==> src/rtl/sef_pkg.sv <==
package sef_pkg;
	// opcode byte values
	localparam logic [7:0] OP_SET_WEL = 8'h06;
	localparam logic [7:0] OP_CLR_WEL = 8'h04;
	localparam logic [7:0] OP_STATUS_READ = 8'h05;
	localparam logic [7:0] OP_STATUS_WRITE = 8'h01;
	localparam logic [7:0] OP_MEM_READ = 8'h03;
	localparam logic [7:0] OP_MEM_WRITE = 8'h02;
	localparam logic [7:0] OP_ID_READ = 8'h83;
	localparam logic [7:0] OP_ID_WRITE = 8'h82;
	localparam logic [7:0] OP_NONE = 8'h00;

	// status byte layout
	localparam int STAT_WIP_BIT = 0;
	localparam int STAT_WEL_BIT = 1;
	localparam int STAT_BP_LOW_BIT = 2;
	localparam int STAT_BP_HIGH_BIT = 3;
	localparam int STAT_LOCK_BIT = 7;

	// address bit that tells lock access from id page data
	localparam int ID_LOCK_ADDR_BIT = 10;

	// byte counts of a command, opcode included, and the index of the last bit of a byte
	localparam logic [2:0] SET_CLR_BYTES = 3'h1;
	localparam logic [2:0] LAST_ADDR_COUNT = 3'h2;
	localparam logic [2:0] STATUS_WRITE_BYTES = 3'h2;
	localparam logic [2:0] MEM_WRITE_MIN_BYTES = 3'h4;
	localparam logic [2:0] LAST_BIT = 3'h7;

	// first protected address for quarter and half settings
	localparam logic [15:0] PROT_QUARTER_BASE = 16'hc000;
	localparam logic [15:0] PROT_HALF_BASE = 16'h8000;

	// write data buffer
	localparam int FIFO_WIDTH = 8;
	localparam int FIFO_DEPTH = 32;
endpackage

==> src/rtl/sef_fifo.sv <==
`timescale 1ns/1ps
module sef_fifo #(
	parameter int WIDTH = 8,
	parameter int DEPTH = 32
) (
	input wire logic clk,
	input wire logic rst,
	input wire logic flush,
	input wire logic in_valid,
	output logic in_ready,
	input wire logic [WIDTH-1:0] in_data,
	output logic out_valid,
	input wire logic out_ready,
	output logic [WIDTH-1:0] out_data
);
	localparam int AW = $clog2(DEPTH);

	logic [WIDTH-1:0] mem_q [DEPTH];
	logic [AW:0] wr_ptr_q;
	logic [AW:0] rd_ptr_q;

	wire full = (wr_ptr_q[AW] != rd_ptr_q[AW]) && (wr_ptr_q[AW-1:0] == rd_ptr_q[AW-1:0]);
	wire empty = wr_ptr_q == rd_ptr_q;
	wire do_push = in_valid && !full;
	wire do_pop = out_ready && !empty;

	assign in_ready = !full;
	assign out_valid = !empty;
	assign out_data = mem_q[rd_ptr_q[AW-1:0]];

	always_ff @(posedge clk) begin
		if (do_push) begin
			mem_q[wr_ptr_q[AW-1:0]] <= in_data;
		end
	end

	always_ff @(posedge clk) begin
		if (rst || flush) begin
			wr_ptr_q <= '0;
			rd_ptr_q <= '0;
		end else begin
			wr_ptr_q <= wr_ptr_q + (AW+1)'(do_push);
			rd_ptr_q <= rd_ptr_q + (AW+1)'(do_pop);
		end
	end
endmodule // sef_fifo

==> src/rtl/sef_front_end.sv <==
`timescale 1ns/1ps
// Function
// - reset leaves device deselected, standby set, latch and busy flags zero, protect bits untouched.
// - a select already low after reset is ignored until chip select has been high.
// - select low means active; deselected device enters standby only when not busy.
// - pause is only entered while selected; master keeps select low first.
// - paused device floats output, ignores data and clock, keeps bit position.
// - pause starts when hold falls with serial clock low.
// - deselect while paused aborts an unfinished command but keeps latch and busy flags.
// - a complete write shifted in before a paused deselect still starts its cycle.
// - writes run only when the clock count is a whole number of bytes.
// - data-modifying commands need the write enable latch set.
// - protect bits select none, upper quarter, upper half or whole array.
// - write protect pin guards the protect bits against status writes.
// - a command runs only if select rises between last bit and next edge.
// - last bit is opcode bit eight or data byte bit eight; reads exempt.
// - commands are whole bytes, msb first, first byte is the opcode.
// - an unknown opcode parks the decoder until deselect.
// - opcodes for set latch, clear latch, status read and status write.
// - opcode 03h reads the array after two address bytes.
// - opcode 02h writes the array after two address bytes.
// - opcode 83h reads id page or lock state, chosen by address; front end issues it as a plain rd_req at that address, no id flag.
// - opcode 82h writes or locks the id page, chosen by address.
// - busy flag is one during a self-timed write, zero otherwise.
// - lock bit set with protect pin low refuses status writes.
// - write enable latch clears on reset, clear command and write completion.
module sef_front_end (
	input wire logic core_clk,
	input wire logic rst,
	input wire logic spi_clk,
	input wire logic spi_cs_n,
	input wire logic spi_mosi,
	input wire logic spi_hold_n,
	input wire logic spi_wp_n,
	output logic spi_miso_o,
	output logic spi_miso_oe,
	output logic device_selected,
	output logic standby,
	output logic paused,
	output logic write_enable_latch,
	output logic write_in_progress,
	input wire logic status_write_lock,
	input wire logic block_protect_high,
	input wire logic block_protect_low,
	output logic status_wr_start,
	output logic [7:0] status_wr_data,
	output logic mem_wr_start,
	output logic [15:0] mem_wr_addr,
	output logic mem_wr_id_space,
	output logic mem_wr_id_lock,
	output logic wr_data_valid,
	input wire logic wr_data_ready,
	output logic [7:0] wr_data,
	input wire logic cycle_done,
	output logic rd_req,
	output logic [15:0] rd_addr,
	input wire logic [7:0] rd_data
);
	typedef enum logic [2:0] {ST_IDLE, ST_OPCODE, ST_ADDR, ST_DATA, ST_READ, ST_WAIT} sef_state_type;

	// pin order: hold, wp, mosi, cs, clk
	wire [4:0] pin_raw = {spi_hold_n, spi_wp_n, spi_mosi, spi_cs_n, spi_clk};
	logic [4:0] meta_q;
	logic [4:0] sync_q;
	logic sck_prev_q;
	logic cs_prev_q;
	logic armed_q;
	logic paused_q;
	sef_state_type state_q;
	sef_state_type state_d;
	logic [7:0] rx_q;
	logic [2:0] bit_cnt_q;
	logic [2:0] byte_cnt_q;
	logic [7:0] opcode_q;
	logic [15:0] addr_q;
	logic rd_req_q;
	logic rd_ack_q;
	logic [7:0] rd_byte_q;
	logic [7:0] tx_q;
	logic miso_q;
	logic wel_q;
	logic wip_q;
	logic overflow_q;
	logic [7:0] stat_wr_q;
	logic sw_start_q;
	logic mw_start_q;
	logic [15:0] wr_addr_q;
	logic wr_id_q;
	logic wr_lock_q;
	logic [7:0] status_byte;
	logic fifo_in_ready;
	logic fifo_out_valid;

	always_ff @(posedge core_clk) begin
		if (rst) begin
			meta_q <= '0;
			sync_q <= '0;
		end else begin
			meta_q <= pin_raw;
			sync_q <= meta_q;
		end
	end

	wire sck_s = sync_q[0];
	wire cs_n_s = sync_q[1];
	wire mosi_s = sync_q[2];
	wire wp_n_s = sync_q[3];
	wire hold_n_s = sync_q[4];

	always_ff @(posedge core_clk) begin
		if (rst) begin
			sck_prev_q <= 1'b0;
			cs_prev_q <= 1'b0;
		end else begin
			sck_prev_q <= sck_s;
			cs_prev_q <= cs_n_s;
		end
	end

	wire sck_rise = sck_s && !sck_prev_q;
	wire sck_fall = !sck_s && sck_prev_q;
	wire cs_rise = armed_q && cs_n_s && !cs_prev_q;
	wire selected = armed_q && !cs_n_s;

	// the synchronised select resets low, so a select held low at reset is never taken
	always_ff @(posedge core_clk) begin
		if (rst) begin
			armed_q <= 1'b0;
		end else if (cs_n_s) begin
			armed_q <= 1'b1;
		end
	end

	wire pause_enter = selected && !paused_q && !hold_n_s && !sck_s;
	wire pause_leave = paused_q && hold_n_s && !sck_s;

	always_ff @(posedge core_clk) begin
		if (rst || !selected) begin
			paused_q <= 1'b0;
		end else if (pause_enter) begin
			paused_q <= 1'b1;
		end else if (pause_leave) begin
			paused_q <= 1'b0;
		end
	end

	// paused: clock edges are dropped, so the bit position survives the pause
	wire step_rise = selected && !paused_q && sck_rise;
	wire step_fall = selected && !paused_q && sck_fall;
	wire [7:0] rx_byte = {rx_q[6:0], mosi_s};
	wire byte_done = step_rise && (bit_cnt_q == sef_pkg::LAST_BIT);

	always_ff @(posedge core_clk) begin
		if (step_rise) begin
			rx_q <= rx_byte;
		end
	end

	always_ff @(posedge core_clk) begin
		if (rst || !selected) begin
			bit_cnt_q <= '0;
			byte_cnt_q <= '0;
		end else if (step_rise) begin
			bit_cnt_q <= bit_cnt_q + 3'h1;
			if (byte_done && byte_cnt_q != sef_pkg::LAST_BIT) begin
				byte_cnt_q <= byte_cnt_q + 3'h1;
			end
		end
	end

	wire rx_read = (rx_byte == sef_pkg::OP_MEM_READ) || (rx_byte == sef_pkg::OP_ID_READ);
	wire rx_write = (rx_byte == sef_pkg::OP_MEM_WRITE) || (rx_byte == sef_pkg::OP_ID_WRITE);
	wire rx_known = rx_read || rx_write || rx_byte inside {sef_pkg::OP_SET_WEL, sef_pkg::OP_CLR_WEL,
		sef_pkg::OP_STATUS_READ, sef_pkg::OP_STATUS_WRITE};
	// only status reads are served while a cycle runs; anything else is parked as no-op
	wire rx_blocked = wip_q && (rx_byte != sef_pkg::OP_STATUS_READ);
	wire is_read_q = (opcode_q == sef_pkg::OP_MEM_READ) || (opcode_q == sef_pkg::OP_ID_READ);
	wire is_write_q = (opcode_q == sef_pkg::OP_MEM_WRITE) || (opcode_q == sef_pkg::OP_ID_WRITE);
	wire is_stat_rd_q = opcode_q == sef_pkg::OP_STATUS_READ;

	always_comb begin
		state_d = state_q;
		if (!selected) begin
			state_d = ST_IDLE;
		end else begin
			unique case (state_q)
				ST_IDLE: state_d = ST_OPCODE;
				ST_OPCODE: begin
					if (byte_done) begin
						if (rx_blocked || !rx_known) begin
							state_d = ST_WAIT;
						end else if (rx_byte == sef_pkg::OP_STATUS_READ) begin
							state_d = ST_READ;
						end else if (rx_byte == sef_pkg::OP_STATUS_WRITE) begin
							state_d = ST_DATA;
						end else if (rx_read || rx_write) begin
							state_d = ST_ADDR;
						end else begin
							state_d = ST_WAIT;
						end
					end
				end
				ST_ADDR: begin
					if (byte_done && byte_cnt_q == sef_pkg::LAST_ADDR_COUNT) begin
						state_d = is_read_q ? ST_READ : ST_DATA;
					end
				end
				ST_DATA, ST_READ, ST_WAIT: state_d = state_q;
			endcase
		end
	end

	always_ff @(posedge core_clk) begin
		if (rst) begin
			state_q <= ST_IDLE;
		end else begin
			state_q <= state_d;
		end
	end

	always_ff @(posedge core_clk) begin
		if (rst) begin
			opcode_q <= sef_pkg::OP_NONE;
		end else if (byte_done && state_q == ST_OPCODE) begin
			opcode_q <= rx_blocked ? sef_pkg::OP_NONE : rx_byte;
		end
	end

	wire addr_last = byte_done && state_q == ST_ADDR && byte_cnt_q == sef_pkg::LAST_ADDR_COUNT;
	wire read_next = byte_done && state_q == ST_READ && !is_stat_rd_q;

	always_ff @(posedge core_clk) begin
		if (byte_done && state_q == ST_ADDR) begin
			addr_q <= {addr_q[7:0], rx_byte};
		end else if (read_next) begin
			addr_q <= addr_q + 16'h0001;
		end
	end

	// array answers one cycle after the request, well before the next falling edge
	always_ff @(posedge core_clk) begin
		if (rst) begin
			rd_req_q <= 1'b0;
			rd_ack_q <= 1'b0;
			rd_byte_q <= '0;
		end else begin
			rd_req_q <= (addr_last && is_read_q) || read_next;
			rd_ack_q <= rd_req_q;
			if (rd_ack_q) begin
				rd_byte_q <= rd_data;
			end
		end
	end

	always_comb begin
		status_byte = '0;
		status_byte[sef_pkg::STAT_WIP_BIT] = wip_q;
		status_byte[sef_pkg::STAT_WEL_BIT] = wel_q;
		status_byte[sef_pkg::STAT_BP_LOW_BIT] = block_protect_low;
		status_byte[sef_pkg::STAT_BP_HIGH_BIT] = block_protect_high;
		status_byte[sef_pkg::STAT_LOCK_BIT] = status_write_lock;
	end

	wire [7:0] tx_load = is_stat_rd_q ? status_byte : rd_byte_q;
	wire tx_shift = step_fall && state_q == ST_READ;

	always_ff @(posedge core_clk) begin
		if (rst) begin
			miso_q <= 1'b0;
			tx_q <= '0;
		end else if (tx_shift && bit_cnt_q == 3'h0) begin
			miso_q <= tx_load[7];
			tx_q <= {tx_load[6:0], 1'b0};
		end else if (tx_shift) begin
			miso_q <= tx_q[7];
			tx_q <= {tx_q[6:0], 1'b0};
		end
	end

	// execution is decided only at the select rising edge, on a byte boundary
	wire aligned = bit_cnt_q == 3'h0;
	wire hw_protect = status_write_lock && !wp_n_s;
	wire prot_hit = block_protect_high ? (block_protect_low || addr_q >= sef_pkg::PROT_HALF_BASE)
		: (block_protect_low && addr_q >= sef_pkg::PROT_QUARTER_BASE);
	wire mem_prot = (opcode_q == sef_pkg::OP_MEM_WRITE) && prot_hit;
	wire exec_set = cs_rise && state_q == ST_WAIT && opcode_q == sef_pkg::OP_SET_WEL
		&& byte_cnt_q == sef_pkg::SET_CLR_BYTES && aligned;
	wire exec_clr = cs_rise && state_q == ST_WAIT && opcode_q == sef_pkg::OP_CLR_WEL
		&& byte_cnt_q == sef_pkg::SET_CLR_BYTES && aligned;
	wire exec_sw = cs_rise && state_q == ST_DATA && opcode_q == sef_pkg::OP_STATUS_WRITE
		&& byte_cnt_q == sef_pkg::STATUS_WRITE_BYTES && aligned && wel_q && !hw_protect;
	// holds during a pause too: a complete write still starts when select rises
	wire exec_mw = cs_rise && state_q == ST_DATA && is_write_q && byte_cnt_q >= sef_pkg::MEM_WRITE_MIN_BYTES
		&& aligned && wel_q && !overflow_q && !mem_prot;
	wire cycle_end = cycle_done && wip_q;

	always_ff @(posedge core_clk) begin
		if (rst) begin
			wip_q <= 1'b0;
		end else if (exec_sw || exec_mw) begin
			wip_q <= 1'b1;
		end else if (cycle_end) begin
			wip_q <= 1'b0;
		end
	end

	always_ff @(posedge core_clk) begin
		if (rst) begin
			wel_q <= 1'b0;
		end else if (exec_set) begin
			wel_q <= 1'b1;
		end else if (exec_clr || cycle_end) begin
			wel_q <= 1'b0;
		end
	end

	wire data_push = byte_done && state_q == ST_DATA && is_write_q;

	always_ff @(posedge core_clk) begin
		if (rst || !selected) begin
			overflow_q <= 1'b0;
		end else if (data_push && !fifo_in_ready) begin
			overflow_q <= 1'b1;
		end
	end

	always_ff @(posedge core_clk) begin
		if (rst) begin
			stat_wr_q <= '0;
		end else if (byte_done && state_q == ST_DATA && opcode_q == sef_pkg::OP_STATUS_WRITE) begin
			stat_wr_q <= rx_byte;
		end
	end

	always_ff @(posedge core_clk) begin
		if (rst) begin
			sw_start_q <= 1'b0;
			mw_start_q <= 1'b0;
			wr_addr_q <= '0;
			wr_id_q <= 1'b0;
			wr_lock_q <= 1'b0;
		end else begin
			sw_start_q <= exec_sw;
			mw_start_q <= exec_mw;
			if (exec_mw) begin
				wr_addr_q <= addr_q;
				wr_id_q <= opcode_q == sef_pkg::OP_ID_WRITE;
				wr_lock_q <= (opcode_q == sef_pkg::OP_ID_WRITE) && addr_q[sef_pkg::ID_LOCK_ADDR_BIT];
			end
		end
	end

	// discarded commands drop their buffered bytes; the array drains only during its cycle
	wire fifo_flush = (cs_rise && state_q == ST_DATA && is_write_q && !exec_mw) || cycle_end;

	sef_fifo #(
		.WIDTH(sef_pkg::FIFO_WIDTH),
		.DEPTH(sef_pkg::FIFO_DEPTH)
	) u_wr_fifo (
		.clk(core_clk),
		.rst(rst),
		.flush(fifo_flush),
		.in_valid(data_push),
		.in_ready(fifo_in_ready),
		.in_data(rx_byte),
		.out_valid(fifo_out_valid),
		.out_ready(wr_data_ready && wip_q),
		.out_data(wr_data)
	);

	assign wr_data_valid = fifo_out_valid && wip_q;
	assign spi_miso_o = miso_q;
	assign spi_miso_oe = selected && !paused_q && state_q == ST_READ;
	assign device_selected = selected;
	assign standby = !selected && !wip_q;
	assign paused = paused_q;
	assign write_enable_latch = wel_q;
	assign write_in_progress = wip_q;
	assign status_wr_start = sw_start_q;
	assign status_wr_data = stat_wr_q;
	assign mem_wr_start = mw_start_q;
	assign mem_wr_addr = wr_addr_q;
	assign mem_wr_id_space = wr_id_q;
	assign mem_wr_id_lock = wr_lock_q;
	assign rd_req = rd_req_q;
	assign rd_addr = addr_q;
endmodule // sef_front_end

==> config.mk <==
export PLATFORM = sky130hd
export DESIGN_NAME = sef_front_end
export DESIGN_NICKNAME = d
export VERILOG_FILES = /design/src/rtl/sef_pkg.sv /design/src/rtl/sef_fifo.sv /design/src/rtl/sef_front_end.sv
export SDC_FILE = /design/constraint.sdc
export NUM_CORES = 1
export LEC_CHECK = 0
export BUFFER_PORTS_ARGS = -buffer_cell sky130_fd_sc_hd__buf_2
export CAP_MARGIN = 0
export CORE_UTILIZATION = 45
export DETAILED_ROUTE_END_ITERATION = 10
export GPL_ROUTABILITY_DRIVEN = 0
export REMOVE_ABC_BUFFERS = 1
export SETUP_SLACK_MARGIN = 0.02
export SYNTH_ARGS = -nofsm -noshare
export SYNTH_HDL_FRONTEND = slang
export SYNTH_SLANG_ARGS = --single-unit
==> constraint.sdc <==
create_clock -name core_clk -period 3.7 [get_ports core_clk]
set_input_delay 0.74 -clock core_clk [delete_from_list [all_inputs] [get_ports core_clk]]
set_output_delay 0.74 -clock core_clk [all_outputs]
set_load 0.02 [all_outputs]
==> summary.log, run 1 <==
[power_and_ir_drop] Worst IR Drop VDD 310 uV
[synth] Syn Std Cell Area 15400 um^2
[drt] overall via count from detail_route 9359
[hold_path] hold path depth 2
[critical_path] reg2reg start bit_cnt_q[0]
[global_route] Remaining Overflow, GRT 0
[global_route] pin count of the biggest net entering global routing 43
[critical_path] endpoint class of the critical path primary output
[global_route] via count of the first global-routing pass 9322
[synth] gate count after technology mapping 1066
[synth] Yosys Warn Count 0
[floorplanning] Core Region 33600 um^2
[clocking] clock transition at the registers of the reported paths 60 ps
[power_and_ir_drop] leak pwr 6.04 nW
[global_route] antenna violations before repair 1
[placement] HPWL after detailed placement 23100 um
[synth] share of synthesized cell area in full adder, half adder and majority cells 1.06%
[floorplanning] width of the die 187 um
[floorplanning] die outline area 34900 um^2
[floorplanning] # rows 67
[drt] wire length per cell 21.6 um
[placement] dpl ws 498 ps
[clocking] CTS tree yes
[timing] final setup fails 0
[synth] commonest register cell after synthesis sky130_fd_sc_hd__edfxtp_1
[run] Max Cap Violations 0
[timing] RSZ-0062 raised after global routing no
[power_and_ir_drop] portion of total power attributed to the clock network 47.6%
[timing] maximum clock skew at final layout 32.8 ps
[power_and_ir_drop] combinational cell fraction of total power 0.8%
[floorplanning] initial core utilization 45.8%
[critical_path] cell count of the worst reg-to-reg path 6
[hold_path] beginning of the worst hold path spi_clk
[final_layout] final non-filler cell area 18000 um^2
[synth] dominant combinational cell family by area after synthesis simple AND/OR/NAND/NOR gates
[drt] via-per-instance ratio 5.61
[synth] portion of netlist area occupied by mux cells 11.2%
[drt] post-detailed-route DRC marker count 0
[hold_path] path class of the lowest-slack min-delay path in2reg
[timing] final worst setup slack 185 ps
[critical_path] Req. time, crit path 2960 ps
[critical_path] element type at the critical path start flip-flop
[global_route] wire length of the first global-routing pass 55600 um
[drt] first-pass iteration count of the detailed router 5
[synth] Post-synth EDFFs 279
[floorplanning] I/O pins 81
[global_route] overall routing resource usage 20.9%
[placement] count of buffers inserted at the top-level ports 80
[timing] tightest hold margin 415 ps
[power_and_ir_drop] relative contribution of sequential cells to total power 51.6%
[drt] number of violations reported at the end of detailed-routing iteration 0 748
[synth] post-synthesis area per instance 14.4 um^2
[final_layout] most common library cell in the layout ignoring fill and taps sky130_fd_sc_hd__edfxtp_1
[synth] sequential cell area fraction in the yosys report 66.4%
[final_layout] filler instances 2750
[timing] Rel. slew slack 25.0%
[timing] clock period minus worst slack 3520 ps
[final_layout] # nets final 1222
[final_layout] top library cells by usage in the layout, fill and taps aside sky130_fd_sc_hd__edfxtp_1, sky130_fd_sc_hd__dfxtp_1, sky130_fd_sc_hd__buf_2
[power_and_ir_drop] fraction of power spent switching nets 19.3%
[clocking] Clk Tree Root Cell sky130_fd_sc_hd__clkbuf_16
[clocking] TritonCTS buffer count 40
[timing] actual slew at the worst max-slew pin 1120 ps
[clocking] buffer depth of the longest clock path 3
[timing] number of slew-limit violations in the final report 0
[power_and_ir_drop] P_sw 1.66 mW
[floorplanning] DIE HEIGHT 187 um
[final_layout] Layout area overhead 16.8%
[timing] Final Hold Fails 0
[critical_path] largest fanout on the critical path 23
[clocking] Num Clock Sinks 371
[synth] parity-gate share of the synthesized area counting xor and xnor cells 1.59%
[critical_path] data arrival time of the worst path 2780 ps
[placement] placed inst area 16500 um^2
[synth] compound-gate portion of the synthesized area 6.01%
[drt] Routed Wire Length 36000 um
[synth] count of cell types in the netlist 71
[synth] post-synthesis share of cell area spent on and, or, nand and nor gates 11.4%
[synth] register bit total from synthesis 371
[clocking] hold bufs inserted after CTS 0
[drt] antenna violation net count after detailed routing 0
[synth] share of synthesized flip-flops with an asynchronous set or reset 0%
[power_and_ir_drop] internal power summed over all cells 6.93 mW
[status] outcome completed
[final_layout] layout cell share with drive strength beyond 1 23.4%
[clocking] number of H-tree branching levels 2
[timing] Max Clock Freq 284 MHz
[power_and_ir_drop] power per unit of standard cell area 478 nW/um^2
[critical_path] crit path kind reg2out
[critical_path] critical path launch point u_wr_fifo.rd_ptr_q[2]
[clocking] clock insertion delay at the later pin of the skew report 540 ps
[timing] part of the cycle the worst path needs 95.0%
[state kept, by name, indices dropped and copies added (netlist names), 5 cells and up]
register and count:
mem_wr_addr 16, u_wr_fifo.wr_ptr_q 6, rx_q 7, rd_byte_q 8, u_wr_fifo.mem_q 256, u_wr_fifo.rd_ptr_q 6
opcode_q 8, rd_addr 16, sync_q 5, status_wr_data 8, tx_q 7, meta_q 5
[kinds of logic (layout without fill, tap and decap cells)]
group,count (synthesis),count (layout)
compound gates,137,137
xor+xnor,28,28
fa+ha+maj,13,13
buf+inv,85,238
flops,371,371
mux,112,112
other cells,0,1
simple gates,320,320
[final cells by class]
| cell class | instances | area (um^2) | area share, % |
|---|---|---|---|
| inverters | 20 | 75.1 | 0.418 |
| well taps | 448 | 561 | 3.12 |
| flip-flops and latches | 371 | 10200 | 56.9 |
| multi-input cells | 610 | 4830 | 26.9 |
| diodes | 1 | 2.50 | 0.0139 |
| clock buffers | 48 | 1060 | 5.91 |
| repair buffers | 146 | 928 | 5.17 |
| clock inverters | 24 | 282 | 1.57 |
[power groups by stage]
stage | clock network [mW] | registers (mW) | logic [mW]
after global routing | 4.33 | 4.43 | 0.0771
after global placement | 0 | 4.52 | 0.0679
after floorplan | 0 | 4.53 | 0.0281
final | 4.09 | 4.44 | 0.0688
after detailed placement | 0 | 4.52 | 0.0697
after CTS | 4.16 | 4.44 | 0.0697
[critical path, cell delays in order (launching register included)]
cell	delay [ps]
sky130_fd_sc_hd__dfxtp_4	460
sky130_fd_sc_hd__nor2b_1	880
sky130_fd_sc_hd__a22o_1	290
sky130_fd_sc_hd__a211oi_1	50
sky130_fd_sc_hd__a31oi_1	320
sky130_fd_sc_hd__buf_2	240
[cell usage after synthesis, drive strengths merged, types with 15 or more instances]
cell type  number  area (um^2)
xnor2          23          201
clkbuf         46          173
nor3           44          225
nand3          32          160
a21oi          50          250
a22oi          18          135
nand2b         43          269
nor4           15          100
nand3b         19          143
inv            19         71.3
buf            19          110
edfxtp        279         8380
dfxtp          92         1840
mux4           48         1080
nand2          34          128
nor2b          22          138
mux2i          58          581
nor2           70          263
[final timing paths]
kind | endpoint | slack [ps]
hold reg to reg | sync_q[3] | 440
setup reg to reg | mem_wr_addr[3] | 1190
setup / recovery | wr_data[4] | 180
hold / removal | meta_q[0] | 420
[per-layer routing]
metal,global-route usage (%),wire length [um],vias up
met5,0,0,-
met4,7.00,1010,0
met3,3.86,2360,59
met2,33.1,16900,305
met1,29.0,15800,4653
li1,-,-,4342
[repair_timing]
action                                  in CTS  in global routing
setup buffers                                1                  7
endpoints found under the setup margin       8                  5
pin swaps                                    1                  1
gates resized for setup                      0                  1
[metrics by stage]
step | std cells | power (mW) | setup TNS (ps) | utilization, %
2_1_floorplan | 1001 | 4.55 | -638220 | -
3_3_place_gp | 1587 | 4.59 | 0 | 49.2
3_5_place_dp | 1587 | 4.59 | 0 | 49.2
4_1_cts | 1660 | 8.66 | 0 | 53.3
5_1_grt | 1668 | 8.84 | 0 | 53.5
6_report | 1668 | 8.59 | 0 | 53.5
(Power assumes the default switching activity.)
==> inputs of run 2 (changes only) <==
==> constraint.sdc (replaced) <==
create_clock -name core_clk -period 3.7 [get_ports core_clk]
set_input_delay 0.37 -clock core_clk [delete_from_list [all_inputs] [get_ports core_clk]]
set_output_delay 0.37 -clock core_clk [all_outputs]
set_load 0.02 [all_outputs]
==> summary.log, run 2 (synthesis gave the netlist of run 1 again) <==
[global_route] pin count of the biggest net entering global routing 45
[floorplanning] width of the die 187 um
[critical_path] Req. time, crit path 3330 ps
[power_and_ir_drop] Worst IR Drop VDD 259 uV
[critical_path] endpoint class of the critical path primary output
[critical_path] data arrival time of the worst path 2910 ps
[critical_path] crit path max-delay cell type sky130_fd_sc_hd__dfxtp_4
[clocking] post-cts gate resize count 0
[final_layout] Register Area 10200 um^2
[timing] final setup fails 0
[hold_path] beginning of the worst hold path spi_hold_n
[final_layout] filler instances 2839
[power_and_ir_drop] power per unit of standard cell area 467 nW/um^2
[placement] HPWL after detailed placement 23000 um
[clocking] CTS tree yes
[timing] maximum clock skew at final layout 20.9 ps
[timing] TNS Setup 0 ps
[timing] final worst setup slack 417 ps
[final_layout] flip-flop count of the largest register after layout 256
[final_layout] Layout area overhead 15.5%
[global_route] Remaining Overflow, GRT 0
[critical_path] reg2reg start u_wr_fifo.rd_ptr_q[0]
[global_route] antenna violations before repair 0
[global_route] via count of the first global-routing pass 9444
[final_layout] area of combinational cells with multiple inputs 4830 um^2
[final_layout] antenna diode count 0
[clocking] Clk Tree Root Cell sky130_fd_sc_hd__clkbuf_16
[critical_path] Register-to-Register Setup Slack 1000 ps
[global_route] overall routing resource usage 20.3%
[critical_path] worst r2r dst u_wr_fifo.wr_ptr_q[4]
[final_layout] layout cell share with drive strength beyond 1 22.0%
[clocking] Num Clock Sinks 371
[timing] RSZ-0062 raised after global routing no
[critical_path] element type at the critical path start flip-flop
[drt] wire length per cell 21.2 um
[placement] dpl ws 922 ps
[final_layout] utilization of the core after routing 52.9%
[timing] actual slew at the worst max-slew pin 1050 ps
[drt] first-pass iteration count of the detailed router 5
[floorplanning] Core Region 33600 um^2
[critical_path] cells along the critical path buf_12 -> buf_4 -> mux4_2 -> a21oi_1 -> a22oi_1 -> buf_2
[critical_path] slowest stage delay, CP 750 ps
[clocking] clock transition at the registers of the reported paths 60 ps
[floorplanning] die outline area 34900 um^2
[drt] post-detailed-route DRC marker count 0
[timing] tightest hold margin 51.3 ps
[placement] count of buffers inserted at the top-level ports 80
[timing] Final Hold Fails 0
[final_layout] top library cells by usage in the layout, fill and taps aside sky130_fd_sc_hd__edfxtp_1, sky130_fd_sc_hd__dfxtp_1, sky130_fd_sc_hd__buf_2
[floorplanning] # rows 67
[floorplanning] I/O pins 81
[drt] overall via count from detail_route 9270
[critical_path] crit path kind reg2out
[run] Max Cap Violations 0
[timing] Rel. slew slack 29.7%
[drt] number of violations reported at the end of detailed-routing iteration 0 731
[clocking] buffer depth of the longest clock path 3
[drt] Routed Wire Length 35200 um
[hold_path] path class of the lowest-slack min-delay path in2reg
[drt] antenna violation net count after detailed routing 0
[final_layout] most common library cell in the layout ignoring fill and taps sky130_fd_sc_hd__edfxtp_1
[timing] clock period minus worst slack 3280 ps
[hold_path] worst hold path endpoint meta_q[4]
[clocking] hold bufs inserted after CTS 0
[critical_path] largest fanout on the critical path 30
[power_and_ir_drop] leak pwr 5.93 nW
[drt] via-per-instance ratio 5.59
[critical_path] kind of cell with the highest combined delay on the critical path buffers and inverters
[clocking] number of H-tree branching levels 2
[floorplanning] initial core utilization 45.8%
[critical_path] count of cell instances traversed by the critical path 6
[timing] number of slew-limit violations in the final report 0
[timing] part of the cycle the worst path needs 88.7%
[global_route] wire length of the first global-routing pass 54600 um
[hold_path] hold path depth 2
[clocking] clock insertion delay at the later pin of the skew report 530 ps
[critical_path] cell count of the worst reg-to-reg path 11
[power_and_ir_drop] Final Total Pwr 8.30 mW
[floorplanning] DIE HEIGHT 187 um
[timing] Max Clock Freq 305 MHz
[clocking] setup fix buffers added after clock tree synthesis 0
[critical_path] Buffers & Inverters on Critical Path 3
[clocking] TritonCTS buffer count 39
[final_layout] # nets final 1213
[status] outcome completed
[run 2: through the flow]
step | std cells | area [um^2]
floorplan | 1001 | 15100
global placement | 1587 | 16500
detailed placement | 1587 | 16500
CTS | 1657 | 17800
global route | 1657 | 17800
finish | 1657 | 17800
[run 2: area by class of cell]
type / count / area share, %
clock inverter: 14 / 0.943
tap: 448 / 3.15
sequential: 371 / 57.5
clock buffer: 56 / 6.02
timing repair buffer: 138 / 4.77
inverter: 20 / 0.422
multi-input combinational: 610 / 27.2
[run 2: worst max path at each step]
stage                               start               endpoint  slack (ps)
floorplan           u_wr_fifo.rd_ptr_q[0]  u_wr_fifo.wr_ptr_q[4]       -2470
global placement    u_wr_fifo.rd_ptr_q[0]             wr_data[1]         950
detailed placement  u_wr_fifo.rd_ptr_q[0]             wr_data[3]         920
CTS                 u_wr_fifo.rd_ptr_q[0]             wr_data[3]         350
global route        u_wr_fifo.rd_ptr_q[0]             wr_data[3]         220
finish              u_wr_fifo.rd_ptr_q[0]             wr_data[3]         420
[run 2: worst reg2reg max path: cells and delay by family (launching register included)]
| family | cells | cell delay, ps |
|---|---|---|
| compound gates | 1 | 240 |
| xor+xnor | 2 | 310 |
| fa+ha+maj | 2 | 460 |
| buf+inv | 2 | 440 |
| flops | 1 | 750 |
| simple gates | 4 | 440 |
[run 2: report_power, final]
| group | switching (mW) | internal, mW | total, mW |
|---|---|---|---|
| Clock | 1.56 | 2.24 | 3.80 |
| Combinational | 0.0405 | 0.0277 | 0.0682 |
| Sequential | 0.00672 | 4.43 | 4.44 |
| Total | 1.61 | 6.69 | 8.30 |
[run 2: routing by layer]
layer / vias up / routed length [um] / track usage, %
li1: 4331 / - / -
met1: 4607 / 15700 / 27.7
met4: 0 / 786 / 5.83
met2: 280 / 16700 / 33.4
met5: - / 0 / 0
met3: 52 / 1960 / 3.51
